`src/hw/oom_defines.svh`:
```
// timing and layout constants for the coax modem mode control
`ifndef OOM_DEFINES_SVH
`define OOM_DEFINES_SVH
`define OOM_CLK_HZ 40000000
`define OOM_CLK_NS 25
`define OOM_CARRIER_HZ 2176000
`define OOM_NCO_W 24
`define OOM_NF_FAST_NS 2000
`define OOM_NF_SLOW_NS 4000
`define OOM_DIR_SLOW_US 1667
`define OOM_DIR_FAST_US 417
`define OOM_STBY_EN_US 2000
`define OOM_SKEW_NS 270
`define OOM_FIFO_DEPTH 32
`define OOM_FIFO_W 1
`define OOM_CNT_W 20
`define OOM_NF_W 8
`define OOM_US_PER_S 1000000
`endif

```
`src/hw/oom_pkg.sv`:
```
// types shared by the coax modem mode control
package oom_pkg;
	// operating modes, one-hot
	typedef enum logic [3:0] {
		OOM_STANDBY = 4'h1,
		OOM_IDLE = 4'h2,
		OOM_RECEIVE = 4'h4,
		OOM_TRANSMIT = 4'h8
	} oom_state_t;
	// the two rate select straps travel together
	typedef struct packed {
		logic rate_select_a;
		logic rate_select_b;
	} oom_rate_t;
endpackage : oom_pkg

```
`src/hw/oom_mode_ctl.sv`:
```
// mode, direction and carrier gating logic of the coax modem, with its skew fifo
// Notes on behaviour
// both rate selects high enters standby
// standby: receive works, carrier output quiet
// start in idle; rx high, quiet, enable low
// idle to receive on valid carrier
// idle to transmit when tx bit low
// receive: rx output follows any valid carrier
// rx/tx modes: carrier out while tx low
// receive ends 16 bits after last rise
// transmit: rx output held high
// transmit ends 16 bits after tx rise
// timeout 1667us slow, 417us fast
// driver quiet when tx high
// idle: rx high, enable low
// receive: filtered carrier gives rx low, enable high
// receive gap: rx high, enable high
// transmit: enable low, rx high
// enable leads rx change by 270ns
// standby takes effect after 2ms
// noise filter 2us fast, 4us slow
// open selects give longest timeout
// timeout counter restarts on activity
// local logic keeps tx high in receive
`timescale 1ns/1ps
`include "oom_defines.svh"

module oom_fifo #(
	parameter int WIDTH = `OOM_FIFO_W,
	parameter int DEPTH = `OOM_FIFO_DEPTH,
	parameter int CW = $clog2(DEPTH + 1)
) (
	input wire logic clk,
	input wire logic rst_n,
	input wire logic in_valid,
	output logic in_ready,
	input wire logic [WIDTH-1:0] in_data,
	output logic out_valid,
	input wire logic out_ready,
	output logic [WIDTH-1:0] out_data,
	output logic [CW-1:0] count
);
	localparam int AW = $clog2(DEPTH);
	logic [WIDTH-1:0] mem_ff [DEPTH];
	logic [AW-1:0] wr_ff, nxt_wr, rd_ff, nxt_rd;
	logic [CW-1:0] cnt_ff, nxt_cnt;
	logic push, pop;

	// honest flags straight from the fill count
	always_comb begin
		in_ready = (cnt_ff != CW'(DEPTH));
		out_valid = (cnt_ff != '0);
		out_data = mem_ff[rd_ff];
		count = cnt_ff;
		push = in_valid && in_ready;
		pop = out_valid && out_ready;
		nxt_wr = push ? AW'((32'(wr_ff) + 1) % DEPTH) : wr_ff;
		nxt_rd = pop ? AW'((32'(rd_ff) + 1) % DEPTH) : rd_ff;
		nxt_cnt = cnt_ff + CW'(push) - CW'(pop);
	end

	// storage has no reset; only pointers and count need a defined value
	always_ff @(posedge clk) begin
		if (push) begin
			mem_ff[wr_ff] <= in_data;
		end
	end

	always_ff @(posedge clk or negedge rst_n) begin
		if (!rst_n) begin
			wr_ff <= '0;
			rd_ff <= '0;
			cnt_ff <= '0;
		end else begin
			wr_ff <= nxt_wr;
			rd_ff <= nxt_rd;
			cnt_ff <= nxt_cnt;
		end
	end
endmodule : oom_fifo

module oom_mode_ctl
	import oom_pkg::*;
#(
	parameter int DIR_SLOW_CYC = `OOM_DIR_SLOW_US * (`OOM_CLK_HZ / `OOM_US_PER_S),
	parameter int DIR_FAST_CYC = `OOM_DIR_FAST_US * (`OOM_CLK_HZ / `OOM_US_PER_S),
	parameter int STBY_CYC = `OOM_STBY_EN_US * (`OOM_CLK_HZ / `OOM_US_PER_S)
) (
	input wire logic clk,
	input wire logic rst_n,
	input wire oom_pkg::oom_rate_t rate_sel,
	input wire logic tx_bit_in,
	input wire logic carrier_in,
	output logic carrier_out,
	output logic rx_bit_out,
	output logic bus_drive_enable,
	output oom_pkg::oom_state_t mode
);
	import oom_pkg::*;

	localparam int NF_FAST = `OOM_NF_FAST_NS / `OOM_CLK_NS;
	localparam int NF_SLOW = `OOM_NF_SLOW_NS / `OOM_CLK_NS;
	// least time, so round up
	localparam int SKEW_CYC = (`OOM_SKEW_NS + `OOM_CLK_NS - 1) / `OOM_CLK_NS;
	localparam logic [63:0] NCO_INC64 =
		(64'(`OOM_CARRIER_HZ) << `OOM_NCO_W) / 64'(`OOM_CLK_HZ);
	localparam logic [`OOM_NCO_W-1:0] NCO_INC = NCO_INC64[`OOM_NCO_W-1:0];
	localparam int CW = $clog2(`OOM_FIFO_DEPTH + 1);

	// fast rate: select a high, b low; open or low gives slow
	function automatic logic sel_fast(input oom_rate_t r);
		sel_fast = r.rate_select_a && !r.rate_select_b;
	endfunction : sel_fast

	// pin synchronisers, first stage read only by the second
	oom_rate_t rs1_ff, rs_ff;
	logic tx1_ff, tx_ff, cin1_ff, cin_ff;

	always_ff @(posedge clk or negedge rst_n) begin
		if (!rst_n) begin
			rs1_ff <= '0;
			rs_ff <= '0;
			tx1_ff <= 1'b1;
			tx_ff <= 1'b1;
			cin1_ff <= 1'b0;
			cin_ff <= 1'b0;
		end else begin
			rs1_ff <= rate_sel;
			rs_ff <= rs1_ff;
			tx1_ff <= tx_bit_in;
			tx_ff <= tx1_ff;
			cin1_ff <= carrier_in;
			cin_ff <= cin1_ff;
		end
	end

	logic fast;
	logic stby_req;
	assign fast = sel_fast(rs_ff);
	assign stby_req = rs_ff.rate_select_a && rs_ff.rate_select_b;

	// carrier qualification: must persist past the noise filter
	logic [`OOM_NF_W-1:0] nf_ff, nxt_nf, nf_len;
	logic det;

	always_comb begin
		nf_len = fast ? `OOM_NF_W'(NF_FAST) : `OOM_NF_W'(NF_SLOW);
		det = (nf_ff >= nf_len);
		nxt_nf = nf_ff;
		if (!cin_ff) begin
			nxt_nf = '0;
		end else if (!det) begin
			nxt_nf = nf_ff + `OOM_NF_W'(1);
		end
	end

	always_ff @(posedge clk or negedge rst_n) begin
		if (!rst_n) begin
			nf_ff <= '0;
		end else begin
			nf_ff <= nxt_nf;
		end
	end

	// delay the demodulated bit so the enable leads it in receive mode
	logic f_in_ready, f_out_valid, f_out_ready;
	logic [`OOM_FIFO_W-1:0] f_out;
	logic [CW-1:0] f_count;

	assign f_out_ready = (f_count >= CW'(SKEW_CYC));

	oom_fifo #(
		.WIDTH(`OOM_FIFO_W),
		.DEPTH(`OOM_FIFO_DEPTH)
	) u_skew (
		.clk(clk),
		.rst_n(rst_n),
		.in_valid(1'b1),
		.in_ready(f_in_ready),
		.in_data(`OOM_FIFO_W'(!det)),
		.out_valid(f_out_valid),
		.out_ready(f_out_ready),
		.out_data(f_out),
		.count(f_count)
	);

	// mode machine with standby qualify and direction timers
	oom_state_t state_ff, nxt_state;
	logic [`OOM_CNT_W-1:0] dir_ff, nxt_dir, stby_ff, nxt_stby, dir_len;
	logic stby_go, dir_zero;

	always_comb begin
		dir_len = fast ? `OOM_CNT_W'(DIR_FAST_CYC - 1) :
			`OOM_CNT_W'(DIR_SLOW_CYC - 1);
		dir_zero = (dir_ff == '0);
		stby_go = stby_req && (stby_ff == `OOM_CNT_W'(STBY_CYC - 1));
		nxt_stby = stby_req ? (stby_go ? stby_ff : stby_ff + `OOM_CNT_W'(1)) : '0;
		nxt_state = state_ff;
		nxt_dir = dir_zero ? dir_ff : dir_ff - `OOM_CNT_W'(1);
		unique case (state_ff)
			OOM_STANDBY: begin
				if (!stby_req) begin
					nxt_state = OOM_IDLE;
				end
			end
			OOM_IDLE: begin
				if (stby_go) begin
					nxt_state = OOM_STANDBY;
				end else if (det) begin
					nxt_state = OOM_RECEIVE;
					nxt_dir = dir_len;
				end else if (!tx_ff) begin
					nxt_state = OOM_TRANSMIT;
					nxt_dir = dir_len;
				end
			end
			OOM_RECEIVE: begin
				if (det) begin
					nxt_dir = dir_len;
				end else if (dir_zero) begin
					nxt_state = OOM_IDLE;
				end
			end
			OOM_TRANSMIT: begin
				if (!tx_ff) begin
					nxt_dir = dir_len;
				end else if (dir_zero) begin
					nxt_state = OOM_IDLE;
				end
			end
		endcase
	end

	always_ff @(posedge clk or negedge rst_n) begin
		if (!rst_n) begin
			state_ff <= OOM_IDLE;
			dir_ff <= '0;
			stby_ff <= '0;
		end else begin
			state_ff <= nxt_state;
			dir_ff <= nxt_dir;
			stby_ff <= nxt_stby;
		end
	end

	// carrier phase accumulator, msb is the square carrier
	logic [`OOM_NCO_W-1:0] ph_ff, nxt_ph;
	logic [`OOM_NF_W-1:0] lead_ff, nxt_lead;
	logic nxt_cout, nxt_rx, nxt_den;

	always_comb begin
		nxt_ph = ph_ff + NCO_INC;
		// cycles since the enable rose, saturating at the skew count
		nxt_lead = '0;
		if (nxt_state == OOM_RECEIVE) begin
			nxt_lead = (lead_ff == `OOM_NF_W'(SKEW_CYC)) ? lead_ff : lead_ff + `OOM_NF_W'(1);
		end
		// driver only in receive or transmit and only for a zero
		nxt_cout = ph_ff[`OOM_NCO_W-1] && !tx_ff &&
			(nxt_state == OOM_RECEIVE || nxt_state == OOM_TRANSMIT);
		nxt_den = (nxt_state == OOM_RECEIVE);
		nxt_rx = 1'b1;
		if (nxt_state == OOM_RECEIVE || nxt_state == OOM_STANDBY) begin
			nxt_rx = (f_out_valid && f_out_ready) ? f_out[0] : rx_bit_out;
		end
		// stale zeros left in the fifo by transmit or standby must not
		// reach rx before the enable has led it
		if (nxt_state == OOM_RECEIVE && lead_ff < `OOM_NF_W'(SKEW_CYC)) begin
			nxt_rx = 1'b1;
		end
	end

	always_ff @(posedge clk or negedge rst_n) begin
		if (!rst_n) begin
			ph_ff <= '0;
			lead_ff <= '0;
			carrier_out <= 1'b0;
			rx_bit_out <= 1'b1;
			bus_drive_enable <= 1'b0;
		end else begin
			ph_ff <= nxt_ph;
			lead_ff <= nxt_lead;
			carrier_out <= nxt_cout;
			rx_bit_out <= nxt_rx;
			bus_drive_enable <= nxt_den;
		end
	end

	assign mode = state_ff;
endmodule : oom_mode_ctl

```
`config.mk`:
```
export PLATFORM = sky130hd
export DESIGN_NAME = oom_mode_ctl
export DESIGN_NICKNAME = d
export VERILOG_FILES = /design/src/hw/oom_pkg.sv /design/src/hw/oom_mode_ctl.sv
export VERILOG_INCLUDE_DIRS = /design/src /design/src/hw
export SDC_FILE = /design/constraint.sdc
export NUM_CORES = 1
export LEC_CHECK = 0
export ABC_AREA = 1
export BUFFER_PORTS_ARGS = -buffer_cell sky130_fd_sc_hd__buf_2
export CAP_MARGIN = 20
export CORE_ASPECT_RATIO = 2
export CORE_MARGIN = 2
export CORE_UTILIZATION = 50
export DETAILED_ROUTE_END_ITERATION = 8
export GPL_ROUTABILITY_DRIVEN = 0
export PLACE_DENSITY = 0.77
export REMOVE_ABC_BUFFERS = 1
export SLEW_MARGIN = 20
export SYNTH_ARGS = -nofsm -noshare
export SYNTH_HDL_FRONTEND = slang
export SYNTH_SLANG_ARGS = --single-unit
```
`constraint.sdc`:
```
create_clock -name clk -period 5.16 [get_ports clk]
set_input_delay 0.258 -clock clk [delete_from_list [all_inputs] [get_ports clk]]
set_output_delay 0.258 -clock clk [all_outputs]
set_load 0.05 [all_outputs]
```
==> flow_metrics.env <==
export IMPL_yosys_area_share_simple_pct=29.1
export IMPL_synth_xor_area_share_pct=4.63
export IMPL_netlist_area_um2=7570
export IMPL_synthMuxAreaShare_pct=0
export IMPL_yosysSeqAreaShare_pct=48.4
export IMPL_mostFrequentLayoutCells="nand2_1 (211), inv_1 (120), nor2_1 (118)"
export IMPL_clock_skew_ns=0.00848
export IMPL_io_pins=13
export IMPL_synth_enable_flop_cells=32
export IMPL_min_delay_start="rs1_ff[0]$_DFF_PN0_"
export IMPL_final_nets=986
export IMPL_clk_pin_slew_ns=0.06
export IMPL_worstMarginPinSlew_ns=0.773
export IMPL_core_region_area_um2=14800
export IMPL_ys_warn_count=0
export IMPL_max_cap_violations=0
export IMPL_synth_compound_area_share_pct=6.06
export IMPL_syn_inst=926
export IMPL_grt_max_degree=59
export IMPL_n_fill_cell=1394
export IMPL_die_h_um=178
export IMPL_timing_rr_end="u_skew.count[4]$_DFF_PN0_"
export IMPL_place_area_um2=7840
export IMPL_synthAdderAreaFrac_pct=4.56
export IMPL_min_to="rs_ff[0]$_DFF_PN0_"
export IMPL_cts_resized=0
export IMPL_avgSynthCellArea_um2=8.18
export IMPL_root_buffer="clkbuf_16"
export IMPL_overflow=0
export IMPL_die_w_um=91.0
export IMPL_drt_total_wl_um=16500
export IMPL_rsz0062_at_grt="no"
export IMPL_min_path_cells=0
export IMPL_critPathKind="flop to flop"
export IMPL_grt_pass1_vias=6215
export IMPL_drc=0
export IMPL_fin_crit_ns=2.68
export IMPL_row_count=63
export IMPL_final_setup_viol_count=0
export IMPL_port_buffers=12
export IMPL_synth_area_leaders="dfrtp_1 (34%), edfxtp_1 (13%), nand2_1 (10%)"
export IMPL_clkSinkCount=140
export IMPL_clock_path_buffers=2
export IMPL_dr_pass1_iters=5
export IMPL_vdd_drop_max_uv=287
export IMPL_die_area_um2=16200
export IMPL_antenna_found_initial=0
export IMPL_period_share_pct=51.9
export IMPL_cts_tree="done"
export IMPL_fmax_ghz=0.374
export IMPL_reg2reg_slack_ns=2.48
export IMPL_start_util_pct=51.1
export IMPL_clk_latency_ns=0.43
export IMPL_status="complete, no violations"
export IMPL_dp_hpwl_um=11800
export IMPL_drt_iter0_markers=321
export IMPL_worstPathRequired_ns=5.46
export IMPL_r2r_cells=11
export IMPL_post_cts_repair_setup_buffers=0
export IMPL_critical_path_arrival_ns=2.98
export IMPL_worst_hold_path_type="flop to flop"
export IMPL_mostFrequentLayoutCell="nand2_1"
export IMPL_maxSlewViolCount=0
export IMPL_start_kind="flop"
export IMPL_maxSlewHeadroom_pct=48.5
export IMPL_synth_async_reset_ratio_pct=77.1
export IMPL_grtUsageTotal_pct=21.6
export IMPL_drtAntennaViolNets=0
export IMPL_stdcell_area_um2=8540
export IMPL_synthDominantCellAreaShare_pct=34.4
export IMPL_layout_drive_gt1_share_pct=8.49
export IMPL_ys_types=49
export IMPL_cellPowerDensity_nw_per_um2=373
export IMPL_area_growth_pct=12.7
export IMPL_cts_buffers=17
export IMPL_htree_levels=4
export IMPL_synth_top_family_by_area="simple AND/OR/NAND/NOR gates"
export IMPL_num_vias=6137
export IMPL_grt_first_pass_wirelength_um=27900
export IMPL_yosys_area_top_type="dfrtp_1"
export IMPL_finalHoldViolCount=0
export IMPL_num_antenna_cells=0
export IMPL_timing_rr_start="u_skew.count[3]$_DFF_PN0_"
export IMPL_wire_per_inst_um=14.2
export IMPL_ys_flop_type="dfrtp_1"
export IMPL_crit_fanout=13
export IMPL_endpoint_kind="flop"
export IMPL_fin_tns_setup_ns=0
export IMPL_viasPerCell=5.29
export IMPL_power_leakage_nw=4.02
export IMPL_synth_seq_cells=140
-- logic make-up after synthesis --
kind of cell / after synthesis
simple gates: 496
flops: 140
buf+inv: 139
compound gates: 84
xor+xnor: 40
fa+ha+maj: 27
-- metal layers --
layer	up-vias	global-route usage, %	wire, um
met5	-	0	0
met3	51	3.55	423
met4	0	11.6	605
li1	3053	-	-
met1	2902	20.8	5990
met2	131	42.4	9490
-- flip-flops by register name, summed over array words and instances (netlist names), 5 cells and up --
register	flops
dir_ff	20
lead_ff	8
nf_ff	8
ph_ff	21
stby_ff	20
u_skew.count	6
u_skew.mem_ff	32
u_skew.rd_ff	5
u_skew.wr_ff	5
-- stage by stage --
step	hold slack (ns)	setup WS [ns]	power, mW	util, %	std cells
detailed placement	0.337	2.48	1.86	52.9	1124
finish	0.348	2.48	3.19	57.6	1161
CTS	0.351	2.45	3.20	57.6	1161
global route	0.352	2.24	3.33	57.6	1161
global placement	0.332	2.58	1.85	52.9	1124
floorplan	-0.0376	2.08	1.69	-	914
-- critical path: stages (launching register included) --
cell and delay (ns):
dfrtp_1 0.41, inv_1 0.09, ha_1 0.20, nand3_1 0.35, inv_1 0.15, ha_1 0.30, inv_1 0.04, ha_1 0.20
fa_1 0.41, a21oi_1 0.15, o21ai_0 0.11, xor2_1 0.16
-- worst max-delay path by stage --
stage / endpoint / slack [ns] / depth (start not counted) / start
after floorplan: dir_ff[4]$_DFF_PN0_ / 2.08 / 13 / rs_ff[0]$_DFF_PN0_
after global placement: u_skew.count[4]$_DFF_PN0_ / 2.58 / 11 / u_skew.count[3]$_DFF_PN0_
after detailed placement: u_skew.count[4]$_DFF_PN0_ / 2.48 / 11 / u_skew.count[3]$_DFF_PN0_
after CTS: u_skew.count[4]$_DFF_PN0_ / 2.45 / 11 / u_skew.count[3]$_DFF_PN0_
after global routing: u_skew.count[4]$_DFF_PN0_ / 2.24 / 11 / u_skew.count[3]$_DFF_PN0_
final: u_skew.count[4]$_DFF_PN0_ / 2.48 / 11 / u_skew.count[3]$_DFF_PN0_
-- final cells by class --
type	count	area [um^2]	area share, %
Timing Repair Buffer	20	135	1.58
Clock buffer	18	439	5.15
Tap cell	195	244	2.86
Sequential cell	140	3670	43.0
Inverter	127	482	5.64
Multi-Input combinational cell	647	3360	39.4
Clock inverter	14	205	2.40
-- synthesized netlist by cell type (2+ instances only) --
cell type  number
nor4_1          4
edfxtp_1       32
nor2_4          2
dfstp_2         4
o21ai_0        34
a31oi_1         3
ha_1           26
a22oi_1         2
clkinv_1        3
nand3_2         3
nor2_1        119
buf_2           5
nand3b_1        5
nor3_2          3
nand2_4         2
nand3_1        92
inv_2           3
nand4_1        18
xnor2_1         8
clkbuf_1        5
nand2_2         4
nor3_1         20
o21ai_1         4
nand2_1       211
dfrtp_1       104
xor2_1         32
a21oi_1        32
nor2_2          6
inv_1         120
-- power breakdown --
part	switching, mW	internal (mW)
clock	0.504	0.831
sequential	0.0732	1.20
combinational	0.415	0.169
total	0.992	2.20
-- what timing repair did --
action	in CTS	in global routing
endpoints found under the hold margin	60	0
hold buffers	5	0
endpoints found under the setup margin	0	0
(Power assumes the default switching activity.)
